**src/logic/timer_clk_pkg.sv**
```systemverilog
package timer_clk_pkg;

	localparam int          NUM_CH       = 6;
	localparam int          CNT_W        = 16;
	localparam int          DIV_W        = 12;
	localparam int          NUM_TAPS     = 6;

	// Control word layout: clear field, edge field, prescale field
	localparam int          CLR_MSB      = 7;
	localparam int          CLR_LSB      = 5;
	localparam int          EDGE_MSB     = 4;
	localparam int          EDGE_LSB     = 3;
	localparam int          PSC_MSB      = 2;
	localparam int          PSC_LSB      = 0;
	localparam logic [7:0]  CTRL_RESET   = 8'h00;
	localparam logic [15:0] COUNT_RESET  = 16'h0000;
	localparam logic [15:0] COUNT_MAX    = 16'hffff;

	// Divider tap bit for each divided clock (period = 2 << bit)
	localparam int          TAP_DIV4     = 1;
	localparam int          TAP_DIV16    = 3;
	localparam int          TAP_DIV64    = 5;
	localparam int          TAP_DIV256   = 7;
	localparam int          TAP_DIV1024  = 9;
	localparam int          TAP_DIV4096  = 11;
	// Index of each tap in the divider pulse vectors
	localparam int          IDX_DIV4     = 0;
	localparam int          IDX_DIV16    = 1;
	localparam int          IDX_DIV64    = 2;
	localparam int          IDX_DIV256   = 3;
	localparam int          IDX_DIV1024  = 4;
	localparam int          IDX_DIV4096  = 5;

	// Clear codes, low two bits shared by all channels
	localparam logic [1:0]  CLR_NONE     = 2'h0;
	localparam logic [1:0]  CLR_FIRST    = 2'h1;
	localparam logic [1:0]  CLR_SECOND   = 2'h2;
	localparam logic [1:0]  CLR_SYNC     = 2'h3;

	typedef enum logic [11:0] {
		SRC_PHI1    = 12'h001,
		SRC_DIV4    = 12'h002,
		SRC_DIV16   = 12'h004,
		SRC_DIV64   = 12'h008,
		SRC_DIV256  = 12'h010,
		SRC_DIV1024 = 12'h020,
		SRC_DIV4096 = 12'h040,
		SRC_PIN_A   = 12'h080,
		SRC_PIN_B   = 12'h100,
		SRC_PIN_C   = 12'h200,
		SRC_PIN_D   = 12'h400,
		SRC_CASCADE = 12'h800
	} count_src_t;

endpackage

```
**src/logic/tick_source_gen.sv**
```systemverilog
module tick_source_gen
	import timer_clk_pkg::*;
(
	input  wire logic                sys_clk,
	input  wire logic                rst_n,
	input  wire logic [3:0]          ext_pins,
	output logic      [NUM_TAPS-1:0] div_rise,
	output logic      [NUM_TAPS-1:0] div_fall,
	output logic      [3:0]          pin_rise,
	output logic      [3:0]          pin_fall
);

	typedef struct packed {
		logic [DIV_W-1:0] div;
		logic [DIV_W-1:0] div_prev;
		logic [3:0]       sync1;
		logic [3:0]       sync2;
		logic [3:0]       sync3;
	} gen_state_t;

	gen_state_t s;
	gen_state_t next_s;

	function automatic logic [NUM_TAPS-1:0] taps(input logic [DIV_W-1:0] d);
		taps = {d[TAP_DIV4096], d[TAP_DIV1024], d[TAP_DIV256],
			d[TAP_DIV64], d[TAP_DIV16], d[TAP_DIV4]};
	endfunction

	always_comb begin
		next_s          = s;
		next_s.div      = s.div + 1'b1;
		next_s.div_prev = s.div;
		// Pins are asynchronous: two flops, then a third for edge history
		next_s.sync1    = ext_pins;
		next_s.sync2    = s.sync1;
		next_s.sync3    = s.sync2;
	end

	always_ff @(posedge sys_clk) begin
		if (!rst_n) begin
			s <= '0;
		end else begin
			s <= next_s;
		end
	end

	// Divided clocks are square waves; their edges become tick pulses
	assign div_rise = taps(s.div) & ~taps(s.div_prev);
	assign div_fall = ~taps(s.div) & taps(s.div_prev);
	assign pin_rise = s.sync2 & ~s.sync3;
	assign pin_fall = ~s.sync2 & s.sync3;

endmodule

```
**src/logic/timer_clock_clear_select.sv**
```systemverilog
// Behaviour
// - Ch1,2,4,5 two-bit clear code picks source
// - Sync clear only on sync-selected channels
// - Buffered C/D registers never clear counter
// - Ch1,2,4,5 clear top bit reads zero
// - Codes 0-3 count phi/1,/4,/16,/64
// - Ch0 codes 4-7 count pins A-D
// - Ch1: pins A,B, phi/256, ch2 cascade
// - Phase mode overrides prescale on 1,2,4,5
// - Ch2: pins A,B,C, phi/1024
// - Ch3: pin A, phi/1024,/256,/4096
// - Ch4: pins A,C, phi/1024, ch5 cascade
// - Ch5: pins A,C, phi/256, pin D
// - Edge field: rise, fall, both
// - Edge ignored for phi/1 and cascade
// - Ch0,3 three-bit clear adds C, D
module timer_clock_clear_select
	import timer_clk_pkg::*;
(
	input  wire logic                        sys_clk,
	input  wire logic                        rst_n,
	input  wire logic                        ext_clock_pin_a,
	input  wire logic                        ext_clock_pin_b,
	input  wire logic                        ext_clock_pin_c,
	input  wire logic                        ext_clock_pin_d,
	input  wire logic [NUM_CH-1:0]           ctrl_wr_en,
	input  wire logic [7:0]                  ctrl_wr_data,
	input  wire logic [2:0]                  ctrl_rd_sel,
	output logic      [7:0]                  ctrl_rd_data,
	input  wire logic [NUM_CH-1:0]           sync_select_register,
	input  wire logic [NUM_CH-1:0]           counter_enable,
	input  wire logic [NUM_CH-1:0]           phase_mode,
	input  wire logic [NUM_CH-1:0]           phase_count_up,
	input  wire logic [NUM_CH-1:0]           phase_count_down,
	input  wire logic [NUM_CH-1:0]           buffer_c_en,
	input  wire logic [NUM_CH-1:0]           buffer_d_en,
	input  wire logic [NUM_CH-1:0]           match_a,
	input  wire logic [NUM_CH-1:0]           match_b,
	input  wire logic [NUM_CH-1:0]           match_c,
	input  wire logic [NUM_CH-1:0]           match_d,
	output logic      [NUM_CH-1:0][CNT_W-1:0] timer_count_value,
	output logic      [NUM_CH-1:0]           overflow,
	output logic      [NUM_CH-1:0]           underflow,
	output logic      [NUM_CH-1:0]           count_tick,
	output logic      [NUM_CH-1:0]           counter_clear
);

	typedef struct packed {
		logic [NUM_CH-1:0][7:0]       ctrl;
		logic [NUM_CH-1:0][CNT_W-1:0] count;
		logic [NUM_CH-1:0]            ovf;
		logic [NUM_CH-1:0]            unf;
		logic [NUM_CH-1:0]            tick;
		logic [NUM_CH-1:0]            clr;
		logic [7:0]                   rd_data;
	} main_state_t;

	main_state_t s;
	main_state_t next_s;

	logic [NUM_TAPS-1:0] div_rise;
	logic [NUM_TAPS-1:0] div_fall;
	logic [3:0]          pin_rise;
	logic [3:0]          pin_fall;

	tick_source_gen u_ticks (
		.sys_clk  (sys_clk),
		.rst_n    (rst_n),
		.ext_pins ({ext_clock_pin_d, ext_clock_pin_c,
			ext_clock_pin_b, ext_clock_pin_a}),
		.div_rise (div_rise),
		.div_fall (div_fall),
		.pin_rise (pin_rise),
		.pin_fall (pin_fall)
	);

	// Channels 0 and 3 carry registers C and D and the wide clear field
	function automatic logic wide_clear(input int ch);
		wide_clear = (ch == 0) || (ch == 3);
	endfunction

	function automatic logic edge_pulse(input logic [1:0] edg,
		input logic rise, input logic fall);
		if (edg[1]) begin
			edge_pulse = rise | fall;
		end else if (edg[0]) begin
			edge_pulse = fall;
		end else begin
			edge_pulse = rise;
		end
	endfunction

	function automatic count_src_t source_of(input int ch,
		input logic [2:0] psc);
		source_of = SRC_PHI1;
		if (!psc[2]) begin
			case (psc[1:0])
				2'h0: source_of = SRC_PHI1;
				2'h1: source_of = SRC_DIV4;
				2'h2: source_of = SRC_DIV16;
				default: source_of = SRC_DIV64;
			endcase
		end else begin
			case (ch)
				0: begin
					case (psc[1:0])
						2'h0: source_of = SRC_PIN_A;
						2'h1: source_of = SRC_PIN_B;
						2'h2: source_of = SRC_PIN_C;
						default: source_of = SRC_PIN_D;
					endcase
				end
				1: begin
					case (psc[1:0])
						2'h0: source_of = SRC_PIN_A;
						2'h1: source_of = SRC_PIN_B;
						2'h2: source_of = SRC_DIV256;
						default: source_of = SRC_CASCADE;
					endcase
				end
				2: begin
					case (psc[1:0])
						2'h0: source_of = SRC_PIN_A;
						2'h1: source_of = SRC_PIN_B;
						2'h2: source_of = SRC_PIN_C;
						default: source_of = SRC_DIV1024;
					endcase
				end
				3: begin
					case (psc[1:0])
						2'h0: source_of = SRC_PIN_A;
						2'h1: source_of = SRC_DIV1024;
						2'h2: source_of = SRC_DIV256;
						default: source_of = SRC_DIV4096;
					endcase
				end
				4: begin
					case (psc[1:0])
						2'h0: source_of = SRC_PIN_A;
						2'h1: source_of = SRC_PIN_C;
						2'h2: source_of = SRC_DIV1024;
						default: source_of = SRC_CASCADE;
					endcase
				end
				default: begin
					case (psc[1:0])
						2'h0: source_of = SRC_PIN_A;
						2'h1: source_of = SRC_PIN_C;
						2'h2: source_of = SRC_DIV256;
						default: source_of = SRC_PIN_D;
					endcase
				end
			endcase
		end
	endfunction

	function automatic logic div_tick(input logic [1:0] edg, input int idx,
		input logic [NUM_TAPS-1:0] r, input logic [NUM_TAPS-1:0] f);
		div_tick = edge_pulse(edg, r[idx], f[idx]);
	endfunction

	// One count pulse from the chosen source this cycle
	function automatic logic source_tick(input count_src_t src,
		input logic [1:0] edg, input logic cascade,
		input logic [NUM_TAPS-1:0] dr, input logic [NUM_TAPS-1:0] df,
		input logic [3:0] pr, input logic [3:0] pf);
		case (src)
			SRC_PHI1:    source_tick = 1'b1;
			SRC_DIV4:    source_tick = div_tick(edg, IDX_DIV4, dr, df);
			SRC_DIV16:   source_tick = div_tick(edg, IDX_DIV16, dr, df);
			SRC_DIV64:   source_tick = div_tick(edg, IDX_DIV64, dr, df);
			SRC_DIV256:  source_tick = div_tick(edg, IDX_DIV256, dr, df);
			SRC_DIV1024: source_tick = div_tick(edg, IDX_DIV1024, dr, df);
			SRC_DIV4096: source_tick = div_tick(edg, IDX_DIV4096, dr, df);
			SRC_PIN_A:   source_tick = edge_pulse(edg, pr[0], pf[0]);
			SRC_PIN_B:   source_tick = edge_pulse(edg, pr[1], pf[1]);
			SRC_PIN_C:   source_tick = edge_pulse(edg, pr[2], pf[2]);
			SRC_PIN_D:   source_tick = edge_pulse(edg, pr[3], pf[3]);
			SRC_CASCADE: source_tick = cascade;
			default:     source_tick = 1'b0;
		endcase
	endfunction

	// Clear caused by this channel's own compare/capture sources
	function automatic logic own_clear(input int ch, input logic [2:0] code,
		input logic ma, input logic mb, input logic mc, input logic md,
		input logic bc, input logic bd);
		own_clear = 1'b0;
		if (wide_clear(ch) && code[2]) begin
			case (code[1:0])
				CLR_FIRST:  own_clear = mc & ~bc;
				CLR_SECOND: own_clear = md & ~bd;
				default:    own_clear = 1'b0;
			endcase
		end else begin
			case (code[1:0])
				CLR_FIRST:  own_clear = ma;
				CLR_SECOND: own_clear = mb;
				default:    own_clear = 1'b0;
			endcase
		end
	endfunction

	// Neighbour feeding each channel's cascade input
	function automatic int cascade_from(input int ch);
		cascade_from = (ch == 1) ? 2 : 5;
	endfunction

	logic [NUM_CH-1:0] self_clr;
	logic [NUM_CH-1:0] sync_req;
	logic              group_clr;

	always_comb begin
		self_clr = '0;
		sync_req = '0;
		for (int c = 0; c < NUM_CH; c++) begin
			self_clr[c] = own_clear(c, s.ctrl[c][CLR_MSB:CLR_LSB],
				match_a[c], match_b[c], match_c[c], match_d[c],
				buffer_c_en[c], buffer_d_en[c]);
			sync_req[c] = (s.ctrl[c][CLR_LSB+1:CLR_LSB] == CLR_SYNC)
				&& sync_select_register[c];
		end
	end

	// A synced channel with its own clear source drives the group
	assign group_clr = |(self_clr & sync_select_register);

	always_comb begin
		logic [2:0]  psc;
		logic [1:0]  edg;
		logic        casc;
		logic        src_tk;
		logic        phase;
		logic        up;
		logic        down;
		logic        clr;
		count_src_t  src;
		psc     = '0;
		edg     = '0;
		casc    = 1'b0;
		src_tk  = 1'b0;
		phase   = 1'b0;
		up      = 1'b0;
		down    = 1'b0;
		clr     = 1'b0;
		src     = SRC_PHI1;
		next_s  = s;
		for (int c = 0; c < NUM_CH; c++) begin
			if (ctrl_wr_en[c]) begin
				next_s.ctrl[c] = ctrl_wr_data;
				if (!wide_clear(c)) begin
					next_s.ctrl[c][CLR_MSB] = 1'b0;
				end
			end
			psc = s.ctrl[c][PSC_MSB:PSC_LSB];
			edg = s.ctrl[c][EDGE_MSB:EDGE_LSB];
			src = source_of(c, psc);
			// Cascade uses the neighbour's registered wrap, one cycle late
			casc = (c == 1 || c == 4) &&
				(s.ovf[cascade_from(c)] || s.unf[cascade_from(c)]);
			src_tk = source_tick(src, edg, casc, div_rise, div_fall,
				pin_rise, pin_fall);
			// Phase mode does not exist on channels 0 and 3
			phase = phase_mode[c] && !wide_clear(c);
			if (phase) begin
				up   = phase_count_up[c];
				down = phase_count_down[c] & ~phase_count_up[c];
			end else begin
				up   = src_tk;
				down = 1'b0;
			end
			up   = up & counter_enable[c];
			down = down & counter_enable[c];
			clr  = self_clr[c] | (sync_req[c] & group_clr);
			// Clear wins over a count in the same cycle
			next_s.clr[c]  = clr;
			next_s.tick[c] = !clr && (up || down);
			next_s.ovf[c]  = !clr && up && (s.count[c] == COUNT_MAX);
			next_s.unf[c]  = !clr && down && (s.count[c] == COUNT_RESET);
			if (clr) begin
				next_s.count[c] = COUNT_RESET;
			end else if (up) begin
				next_s.count[c] = s.count[c] + 1'b1;
			end else if (down) begin
				next_s.count[c] = s.count[c] - 1'b1;
			end
		end
		next_s.rd_data = 8'h00;
		if (ctrl_rd_sel < 3'(NUM_CH)) begin
			next_s.rd_data = s.ctrl[ctrl_rd_sel];
		end
	end

	always_ff @(posedge sys_clk) begin
		if (!rst_n) begin
			for (int c = 0; c < NUM_CH; c++) begin
				s.ctrl[c]  <= CTRL_RESET;
				s.count[c] <= COUNT_RESET;
			end
			s.ovf     <= '0;
			s.unf     <= '0;
			s.tick    <= '0;
			s.clr     <= '0;
			s.rd_data <= 8'h00;
		end else begin
			s <= next_s;
		end
	end

	assign timer_count_value = s.count;
	assign overflow          = s.ovf;
	assign underflow         = s.unf;
	assign count_tick        = s.tick;
	assign counter_clear     = s.clr;
	assign ctrl_rd_data      = s.rd_data;

endmodule
```
**config.mk**
```make
export PLATFORM = sky130hd
export DESIGN_NAME = timer_clock_clear_select
export DESIGN_NICKNAME = d
export VERILOG_FILES = /design/src/logic/timer_clk_pkg.sv /design/src/logic/tick_source_gen.sv /design/src/logic/timer_clock_clear_select.sv
export SDC_FILE = /design/constraint.sdc
export NUM_CORES = 1
export LEC_CHECK = 0
export ABC_AREA = 0
export BUFFER_PORTS_ARGS = -buffer_cell sky130_fd_sc_hd__buf_4
export CAP_MARGIN = 20
export CORE_UTILIZATION = 35
export DETAILED_ROUTE_END_ITERATION = 6
export PLACE_DENSITY = 0.6
export RECOVER_POWER = 25
export SYNTH_ARGS = -nofsm -noshare
export SYNTH_HDL_FRONTEND = slang
export SYNTH_SLANG_ARGS = --single-unit
```
**constraint.sdc**
```tcl
create_clock -name sys_clk -period 4.46 [get_ports sys_clk]
set_input_delay 0 -clock sys_clk [delete_from_list [all_inputs] [get_ports sys_clk]]
set_output_delay 0 -clock sys_clk [all_outputs]
set_load 0.01 [all_outputs]
```
==> flow_metrics.env, run 1 <==
export IMPL_wl_per_cell_um=17.5
export IMPL_critPathBufInv=2
export IMPL_hold_depth=3
export IMPL_finalHoldViolCount=1
export IMPL_slew_headroom_pct=17.6
export IMPL_slew_viol_final=0
export IMPL_antenna_found_initial=0
export IMPL_drt_pass1_iter_count=5
export IMPL_power_density_nw_per_um2=428
export IMPL_die_w_um=199
export IMPL_fin_nets=1869
export IMPL_cap_violations=0
export IMPL_crit_fanout=20
export IMPL_path_cells="inv_1, ha_1, mux4_2, mux2i_1, a2111oi_2, a211oi_4, buf_4, ha_1, o21a_1, o31a_1, o311a_1, o211a_1, o41ai_1, mux2i_1, o211a_1"
export IMPL_crit_family="compound AO/OA/AOI/OAI gates"
export IMPL_area_growth_pct=12.7
export IMPL_vias_per_cell=5.27
export IMPL_yosys_warnings=0
export IMPL_p_sw_share_pct=39.0
export IMPL_cts_buffers=17
export IMPL_postPlaceCellArea_um2=14500
export IMPL_critPathArrivalTime_ns=4.60
export IMPL_ys_seq_area_share_pct=29.5
export IMPL_r2r_start="u_ticks.next_s[15]"
export IMPL_share_seq_of_total_power_pct=35.7
export IMPL_io_pin_count=217
export IMPL_grt_max_degree=70
export IMPL_synth_cells=1593
export IMPL_status="finished with violations"
export IMPL_synth_edf_count=0
export IMPL_synth_cell_type_count=80
export IMPL_grt_pass1_vias=10900
export IMPL_fin_crit_ns=4.20
export IMPL_cp_depth=15
export IMPL_die_area_um2=39500
export IMPL_grt_total_usage_pct=19.5
export IMPL_diodes=0
export IMPL_crit_slowest_cell="mux4_2"
export IMPL_place_congestion=0.904
export IMPL_placementRows=71
export IMPL_grt_overflow=0
export IMPL_drive_above_1_share_pct=13.5
export IMPL_dp_hpwl_um=28900
export IMPL_yosysMostFrequentCell="dfxtp_1"
export IMPL_tightest_slew_ns=1.24
export IMPL_switching_power_w=0.00255
export IMPL_clock_root_buffer="clkbuf_16"
export IMPL_combPwrFrac_pct=40.8
export IMPL_fill_cells=3897
export IMPL_fmax_ghz=0.238
export IMPL_io_buffers=192
export IMPL_yosys_area_top_type="dfxtp_1"
export IMPL_crit_required_ns=4.86
export IMPL_syn_cell_area_um2=13600
export IMPL_critPathKind="flip-flop to flip-flop"
export IMPL_worst_slack_ns=0.256
export IMPL_crit_path_max_incr_delay_ns=0.47
export IMPL_power_w=0.00654
export IMPL_p_leak_nw=6.08
export IMPL_ant_nets=0
export IMPL_intPower_w=0.00399
export IMPL_fin_setup_tns_ns=0
export IMPL_crit_start="u_ticks.next_s[15]"
export IMPL_finalCritPeriodShare_pct=94.3
export IMPL_critPathCaptureType="flip-flop"
export IMPL_initial_core_util_pct=35.7
export IMPL_clk_latency_ns=0.46
export IMPL_synth_seq_cells=200
export IMPL_dpl_worst_slack_ns=0.182
export IMPL_hold_start="sync_select_register[2]"
export IMPL_core_um2=37900
export IMPL_reg2reg_depth=15
export IMPL_cts_tree="yes"
export IMPL_async_flop_share_pct=0
export IMPL_clkTransAtPathRegs_ns=0.08
export IMPL_fin_area_um2=15300
export IMPL_avgSynthCellArea_um2=8.51
export IMPL_h_tree_depth=4
export IMPL_ys_top_cells_by_area="dfxtp_1 30%, ha_1 9.0%, buf_4 7.4%"
export IMPL_ys_top_cells_by_count="200 x dfxtp_1, 195 x nor2_1, 134 x buf_4"
export IMPL_clock_power_share_pct=23.5
export IMPL_fin_hold_ws_ns=-0.00752
export IMPL_cts_buffer_depth=2
export IMPL_drt_total_wl_um=38600
export IMPL_failed_checks="negative hold slack"
export IMPL_setup_viol=0
export IMPL_synth_top_area_share_pct=29.5
export IMPL_remaining_drc_errors=0
export IMPL_via_count=11600
export IMPL_cts_sinks=200
export IMPL_ir_drop_v=0.000302
export IMPL_synthFlopType="dfxtp_1"
export IMPL_rsz0062_at_grt="false"
export IMPL_min_path_type="primary input to flip-flop"
export IMPL_fp_dieH_um=199
export IMPL_dr_first_iter_drc_count=608
export IMPL_skew_ns=0.0172
export IMPL_startpoint_type="flip-flop"
export IMPL_cts_setup_buffers=0
export IMPL_grt_pass1_wl_um=59900
-- timing repair --
action	CTS	global route
endpoints found under the setup margin	0	6
hold buffers	40	0
resized for setup	0	7
hold endpoints to repair	67	0
-- routing by layer --
| metal | vias up | wire (um) | share of wire (%) | GRT usage [%] |
|---|---|---|---|---|
| li1 | 5749 | - | - | - |
| met2 | 275 | 17900 | 46 | 32.1 |
| met4 | 0 | 609 | 1.6 | 5.33 |
| met3 | 32 | 1820 | 4.7 | 3.19 |
| met5 | - | 0 | 0 | 0 |
| met1 | 5545 | 18300 | 47 | 26.1 |
-- sequential cells by signal, summed over array words and instances (netlist names) --
| register | count |
|---|---|
| overflow | 6 |
| counter_clear | 6 |
| ctrl_rd_data | 8 |
| underflow | 4 |
| u_ticks.next_s | 20 |
| s | 44 |
| u_ticks.s | 10 |
| timer_count_value | 96 |
| count_tick | 6 |
-- cells by family after synthesis --
group,after synthesis,synth area share [%]
DFF,200,29.5
buffers and inverters,267,11.4
xor gates and xnor gates,67,4.33
and+or+nand+nor,546,19.6
adders and majority gates,101,9.54
other,1,0.0277
AOI/OAI and AO/OA,290,14.9
muxes,121,10.6
-- final cells by class --
| class | instances | area, um^2 | share of cell area, % |
|---|---|---|---|
| clock buffer | 20 | 447 | 2.92 |
| clock inverter | 12 | 110 | 0.721 |
| inverter | 82 | 308 | 2.01 |
| multi-input combinational | 1127 | 8050 | 52.7 |
| sequential | 200 | 4000 | 26.2 |
| timing repair buffer | 251 | 1720 | 11.3 |
| tap | 511 | 639 | 4.18 |
-- cells in the final DEF, fill, tap and decap left out, types with 6 or more instances in the layout --
master         Yosys  routed
dfxtp_1          200     200
nor2_1           195     195
buf_4            134     139
nand2_1          100     100
ha_1              97      95
mux2i_1           91      91
a21oi_1           84      84
inv_1             82      82
clkbuf_1          34      73
xnor2_1           57      57
nand3_1           46      46
o21ai_0           40      40
dlygate4sd3_1      0      40
nor3_1            35      35
nand4_1           34      34
nor4_1            28      28
a211oi_1          22      21
or3_1             18      18
nor2b_1           17      17
mux4_2            17      17
clkbuf_16          0      17
mux2_2            13      13
nor3b_1           13      12
o211ai_1          11      11
nand2b_1          11      11
and2_1            14      11
o31ai_1           11      10
xor2_1            10      10
o21a_1            10      10
a31oi_1           11      10
a21o_1            10      10
o2111ai_1          8       8
nand3b_1           8       8
o22ai_1            8       8
o21bai_1           8       8
or4_1              8       8
o31a_1             6       6
-- tightest hold or removal path, cell delays in order --
cell	delay (ns)
buf_4	0.10
a31oi_1	0.21
nor2_1	0.10
-- power groups by stage --
stage                     logic, W  clock network, W  registers, W
after floorplan            0.00220                 0       0.00222
after global placement     0.00260                 0       0.00236
after detailed placement   0.00264                 0       0.00237
after CTS                  0.00269           0.00159       0.00233
after global routing       0.00298           0.00165       0.00237
final                      0.00267           0.00154       0.00233
-- metrics by stage --
step / cells / util [%] / hold slack, ns
floorplan: 1594 / - / 0.127
global placement: 2130 / 38.4 / 0.212
detailed placement: 2130 / 38.4 / 0.213
CTS: 2202 / 40.9 / 0.0121
global route: 2203 / 40.3 / 0.0574
finish: 2203 / 40.3 / -0.00752
-- path summary, 6_finish.rpt --
kind | slack, ns | to
worst min register to register | 0.43 | u_ticks.next_s[3]
worst max register to register | 0.26 | timer_count_value[28]
worst max-delay path | 0.26 | timer_count_value[28]
worst min-delay path | -0.008 | counter_clear[2]
Note: power is estimated with default switching activity, not from simulation.
==> inputs of run 2 (changes only) <==
--- a/config.mk
+++ b/config.mk
@@ -14,4 +14,5 @@
 export RECOVER_POWER = 25
 export SYNTH_ARGS = -nofsm -noshare
 export SYNTH_HDL_FRONTEND = slang
+export SYNTH_HIERARCHICAL = 1
 export SYNTH_SLANG_ARGS = --single-unit
==> run 2 against run 1 <==
- the flow finishes with violations (max-capacitance violations, max-slew violations)
- worst setup slack got worse by 0.060 ns
- critical path depth grew 1
- non-clock buffer count increased by 22
- cell count down 5.8%
- register-to-register slack got worse by 0.06 ns
- cell area down 1.1%
- routed wire length shrank 11%
- maximum frequency decreased by 1.4%
==> flow_metrics.env, run 2 <==
export IMPL_fill_cells=3662
export IMPL_slew_headroom_pct=-44.6
export IMPL_placementRows=70
export IMPL_die_w_um=195
export IMPL_cts_tree="yes"
export IMPL_hold_depth=4
export IMPL_grt_pass1_vias=10300
export IMPL_clkTransAtPathRegs_ns=0.09
export IMPL_syn_cell_area_um2=13000
export IMPL_core_um2=36600
export IMPL_synthXorXnorAreaFrac_pct=5.05
export IMPL_skew_ns=0.0236
export IMPL_slew_viol_final=56
export IMPL_clock_power_share_pct=26.9
export IMPL_use_met1_pct=24.1
export IMPL_yosys_warnings=6
export IMPL_fin_nets=1767
export IMPL_reg2reg_depth=16
export IMPL_async_flop_share_pct=0
export IMPL_critPathCaptureType="flip-flop"
export IMPL_grt_pass1_wl_um=55100
export IMPL_finalCritPeriodShare_pct=95.6
export IMPL_drt_pass1_iter_count=5
export IMPL_grt_busiest_layer="met2"
export IMPL_io_buffers=192
export IMPL_crit_slowest_cell="mux4_2"
export IMPL_crit_path_max_incr_delay_ns=0.54
export IMPL_ys_top_cells_by_area="dfxtp_1 31%, ha_1 7.7%, buf_4 7.6%"
export IMPL_drive_above_1_share_pct=18.0
export IMPL_failed_checks="max-capacitance violations, max-slew violations"
export IMPL_critPathBufInv=1
export IMPL_ys_top_cells_by_count="200 x dfxtp_1, 143 x nor2_1, 132 x buf_4"
export IMPL_crit_family="compound AO/OA/AOI/OAI gates"
export IMPL_die_area_um2=37900
export IMPL_cap_violations=1
export IMPL_grt_max_degree=56
export IMPL_instances_no_fill=2075
export IMPL_synth_cells=1483
export IMPL_p_leak_nw=6.40
export IMPL_ant_nets=0
export IMPL_cts_sinks=200
export IMPL_diodes=0
export IMPL_fin_crit_ns=4.26
export IMPL_share_seq_of_total_power_pct=35.8
export IMPL_path_cells="nor2b_1, mux2_4, o221ai_1, o31ai_1, mux4_2, o211ai_1, buf_4, ha_2, nand4_1, nor3_1, or4_4, o211a_1, o221a_1, mux2i_1, xnor2_1, nor2_1"
export IMPL_cts_buffers=17
export IMPL_layout_common_cells="204 x buf_4, 196 x dfxtp_1, 142 x nor2_1"
export IMPL_crit_required_ns=4.81
export IMPL_p_sw_share_pct=37.7
export IMPL_drt_total_wl_um=34400
export IMPL_initial_core_util_pct=35.5
export IMPL_synth_top_family_by_area="simple AND/OR/NAND/NOR gates"
export IMPL_vias_per_cell=5.22
export IMPL_ir_drop_v=0.000236
export IMPL_multiInputGateArea_um2=7640
export IMPL_synth_top_area_share_pct=30.8
export IMPL_intPower_w=0.00391
export IMPL_cp_depth=16
export IMPL_h_tree_depth=4
export IMPL_wl_per_cell_um=16.6
export IMPL_synth_seq_cells=200
export IMPL_cts_buffer_depth=2
export IMPL_critPathArrivalTime_ns=4.61
export IMPL_startpoint_type="flip-flop"
export IMPL_tightest_slew_ns=2.17
export IMPL_synthMuxAreaShare_pct=11.0
export IMPL_dr_first_iter_drc_count=536
export IMPL_layout_commonest_cell="buf_4"
export IMPL_setup_viol=0
export IMPL_finalHoldViolCount=0
export IMPL_placed_cells_incl_taps=2002
export IMPL_synthFlopType="dfxtp_1"
export IMPL_register_area_um2=4010
export IMPL_place_congestion=0.902
export IMPL_hold_start="phase_count_up[5]"
export IMPL_fin_setup_tns_ns=0
export IMPL_remaining_drc_errors=0
export IMPL_r2r_start="u_ticks/next_s[2]"
export IMPL_io_pin_count=217
export IMPL_clk_latency_ns=0.47
export IMPL_combPwrFrac_pct=37.3
export IMPL_grt_total_usage_pct=18.0
export IMPL_avgSynthCellArea_um2=8.77
export IMPL_clock_root_buffer="clkbuf_16"
export IMPL_area_growth_pct=16.3
export IMPL_crit_fanout=6
export IMPL_status="finished with violations"
export IMPL_crit_start="u_ticks/next_s[2]"
export IMPL_fp_dieH_um=195
export IMPL_synthSimpleGateAreaFrac_pct=19.9
export IMPL_grt_util_met2_pct=28.7
export IMPL_min_path_type="primary input to flip-flop"
export IMPL_antenna_found_initial=0
export IMPL_fmax_ghz=0.235
export IMPL_via_count=10800
export IMPL_power_density_nw_per_um2=415
export IMPL_ys_seq_area_share_pct=30.8
export IMPL_critPathKind="flip-flop to flip-flop"
export IMPL_largest_reg_flops=96
export IMPL_use_met3_pct=3.73
export IMPL_synth_cell_type_count=69
export IMPL_switching_power_w=0.00237
export IMPL_yosys_area_share_adder_pct=8.31
export IMPL_synth_edf_count=0
export IMPL_power_w=0.00628
export IMPL_grt_overflow=0
export IMPL_synth_compound_area_share_pct=14.2
export IMPL_yosys_area_top_type="dfxtp_1"
export IMPL_yosysMostFrequentCell="dfxtp_1"
export IMPL_dp_hpwl_um=25500
==> run 2: routing by layer <==
metal / up-vias / part of all wire, %
met5: - / 0
met1: 5132 / 49
li1: 5416 / -
met4: 0 / 1.7
met2: 249 / 45
met3: 35 / 4.7
==> run 2: through the flow <==
step                instance area [um^2]  hold WS [ns]  util [%]  worst slack (ns)
floorplan                          13000         0.127         -           0.00865
global placement                   14100         0.210      38.6             0.233
detailed placement                 14100         0.217      38.6             0.183
CTS                                15200      0.000307      41.4             0.173
global route                       15100        0.0387      41.3          -0.00826
finish                             15100        0.0239      41.3             0.196
==> run 2: worst reg2reg max path: cells and delay by family, from the launching register on <==
kind / cells / cell delay [ns]
AOI/OAI and AO/OA: 5 / 1.22
xor gates and xnor gates: 1 / 0.13
adders and majority gates: 1 / 0.31
buffers and inverters: 1 / 0.23
DFF: 1 / 0.33
muxes: 3 / 0.99
and+or+nand+nor: 5 / 0.91
==> run 2: kinds of logic (layout without fill, tap and decap cells) <==
family,count (synthesis),after routing
flops,200,200
other cells,1,2
compound gates,277,277
xor+xnor,75,75
buf+inv,229,352
fa+ha+maj,84,84
simple gates,490,490
mux,127,127
==> run 2: path summary, 6_finish.rpt <==
check                                             end  slack, ns
worst min-delay path                     underflow[5]       0.02
worst min register to register      u_ticks/next_s[2]       0.44
worst max register to register  timer_count_value[95]       0.20
worst max-delay path            timer_count_value[95]       0.20
==> run 2: timing repair <==
item,in CTS,in global routing
setup endpoints to repair,0,13
gates resized for setup,0,14
buffers inserted,0,1
hold buffers,40,0
hold endpoints to repair,61,0
==> run 2: power by group through the flow <==
stage	clock network, W	registers, W	logic [W]
5_1_grt	0.00181	0.00228	0.00262
6_report	0.00169	0.00225	0.00234
3_5_place_dp	0	0.00228	0.00228
2_1_floorplan	0	0.00216	0.00189
3_3_place_gp	0	0.00228	0.00225
4_1_cts	0.00174	0.00224	0.00233
==> run 2: cell type report <==
| cell class | count | area share [%] |
|---|---|---|
| multi-input cells | 1055 | 50.6 |
| flip-flops and latches | 200 | 26.5 |
| repair buffers | 273 | 13.6 |
| well taps | 468 | 3.87 |
| clock buffers | 17 | 2.81 |
| clock inverters | 15 | 1.45 |
| inverters | 47 | 1.17 |
==> inputs of run 3 (changes only) <==
--- a/config.mk
+++ b/config.mk
@@ -8,9 +8,10 @@
 export ABC_AREA = 0
 export BUFFER_PORTS_ARGS = -buffer_cell sky130_fd_sc_hd__buf_4
 export CAP_MARGIN = 20
-export CORE_UTILIZATION = 35
+export CORE_UTILIZATION = 53
+export CTS_BUF_LIST = sky130_fd_sc_hd__clkbuf_2
 export DETAILED_ROUTE_END_ITERATION = 6
-export PLACE_DENSITY = 0.6
+export PLACE_DENSITY = 0.83
 export RECOVER_POWER = 25
 export SYNTH_ARGS = -nofsm -noshare
 export SYNTH_HDL_FRONTEND = slang
==> run 3 against run 2 <==
- the run now ends clean
- count of clock-buffer cells in the layout unchanged
- via count increased by 4.8%
- non-clock buffer count rose by 55
- clock power decreased by 37%
- largest cell class unchanged
==> flow_metrics.env, run 3 (synthesized netlist as in run 2, its figures left out) <==
export IMPL_status="completed"
export IMPL_fin_nets=1822
export IMPL_crit_family="compound AO/OA/AOI/OAI gates"
export IMPL_area_growth_pct=17.1
export IMPL_h_tree_depth=4
export IMPL_layout_commonest_cell="buf_4"
export IMPL_core_um2=23800
export IMPL_drt_pass1_iter_count=5
export IMPL_instances_no_fill=1981
export IMPL_dr_first_iter_drc_count=821
export IMPL_fp_dieH_um=159
export IMPL_diodes=0
export IMPL_fmax_ghz=0.234
export IMPL_drive_above_1_share_pct=17.3
export IMPL_via_count=11400
export IMPL_slew_viol_final=0
export IMPL_cts_buffer_depth=2
export IMPL_critPathArrivalTime_ns=4.99
export IMPL_path_cells="nor2b_1, buf_4, nor2b_1, a211oi_1, o31ai_1, mux4_2, o211ai_1, buf_4, ha_1, nand4_1, nor3_1, or4_1, o211a_1, o221a_1, mux2i_1, xnor2_1, nor2_1"
export IMPL_cts_setup_buffers=0
export IMPL_postPlaceCellArea_um2=13900
export IMPL_clk_latency_ns=0.84
export IMPL_grt_total_usage_pct=26.0
export IMPL_cts_sinks=200
export IMPL_setup_viol=0
export IMPL_die_w_um=159
export IMPL_vias_per_cell=5.73
export IMPL_power_density_nw_per_um2=374
export IMPL_remaining_drc_errors=0
export IMPL_io_pin_count=217
export IMPL_fin_hold_ws_ns=0.0632
export IMPL_ant_nets=0
export IMPL_grt_overflow=0
export IMPL_cts_buffers=17
export IMPL_crit_path_max_incr_delay_ns=0.56
export IMPL_placementRows=56
export IMPL_antenna_found_initial=0
export IMPL_rsz0062_at_grt="true"
export IMPL_die_area_um2=25200
export IMPL_fill_cells=1930
export IMPL_ir_drop_v=0.000205
export IMPL_finalCritPeriodShare_pct=95.9
export IMPL_largest_reg_flops=96
export IMPL_fin_area_um2=15200
export IMPL_p_leak_nw=6.56
export IMPL_slew_headroom_pct=29.4
export IMPL_startpoint_type="flip-flop"
export IMPL_dp_hpwl_um=23200
export IMPL_grt_pass1_wl_um=52300
export IMPL_crit_required_ns=5.18
export IMPL_grt_pass1_vias=10800
export IMPL_fin_util_pct=64.1
export IMPL_clkTransAtPathRegs_ns=0.34
export IMPL_min_path_type="primary input to flip-flop"
export IMPL_placed_cells_incl_taps=1843
export IMPL_critPathBufInv=2
export IMPL_crit_fanout=8
export IMPL_io_buffers=192
export IMPL_cts_tree="yes"
export IMPL_initial_core_util_pct=54.7
export IMPL_crit_slowest_cell="or4_1"
export IMPL_place_congestion=0.928
export IMPL_tightest_slew_ns=1.06
export IMPL_critPathCaptureType="flip-flop"
export IMPL_fin_crit_ns=4.28
export IMPL_cap_violations=0
export IMPL_clock_root_buffer="clkbuf_2"
export IMPL_layout_common_cells="209 x buf_4, 200 x dfxtp_1, 143 x nor2_1"
export IMPL_grt_max_degree=83
export IMPL_wl_per_cell_um=16.8
export IMPL_finalHoldViolCount=0
export IMPL_skew_ns=0.0828
export IMPL_power_w=0.00570
export IMPL_drt_total_wl_um=33300
export IMPL_critPathKind="flip-flop to flip-flop"
[run 3: metal layers]
layer | part of all wire [%] | track usage [%] | routed length, um
met5 | 0 | 0 | 0
met4 | 2.0 | 8.52 | 680
met3 | 5.3 | 4.08 | 1760
met2 | 49 | 45.7 | 16400
met1 | 43 | 32.1 | 14500
[run 3: final timing paths]
| check | to | startpoint | cells after the start | slack [ns] |
|---|---|---|---|---|
| worst max register to register | timer_count_value[95] | u_ticks/next_s[13] | 17 | 0.18 |
| worst max-delay path | timer_count_value[95] | u_ticks/next_s[13] | 17 | 0.18 |
| worst min-delay path | s[128] | ctrl_wr_data[0] | 4 | 0.06 |
| worst min register to register | u_ticks/next_s[1] | u_ticks/next_s[5] | 1 | 0.43 |
[run 3: power by group]
part / switching (W) / internal [W] / leakage [nW]
combinational: 0.00121 / 0.00118 / 4.75
clock: 0.000813 / 0.000250 / 0.178
sequential: 0.000269 / 0.00197 / 1.64
[run 3: area by class of cell]
cell class | instances | area, um^2 | area share [%]
clock buffers | 17 | 85.1 | 0.559
multi-input cells | 1055 | 7650 | 50.2
flip-flops and latches | 200 | 4000 | 26.3
repair buffers | 328 | 2680 | 17.6
clock inverters | 15 | 234 | 1.54
inverters | 47 | 176 | 1.16
well taps | 319 | 399 | 2.62
[run 3: through the flow]
| stage | setup TNS [ns] | setup slack (ns) |
|---|---|---|
| final | 0 | 0.184 |
| after global routing | -0.0189 | -0.0189 |
| after CTS | 0 | 0.198 |
| after detailed placement | 0 | 0.220 |
| after global placement | 0 | 0.293 |
| after floorplan | 0 | 0.00865 |
[run 3: worst min-delay path, cell delays in order]
cell and delay, ns:
dlygate4sd3_1 0.53, buf_4 0.15, mux2i_1 0.07, nor2b_1 0.10
[run 3: repair_timing]
action / 4_1_cts / 5_1_grt
hold buffers: 104 / 2
endpoints found under the setup margin: 0 / 9
resized for setup: 0 / 10
hold endpoints to repair: 194 / 3
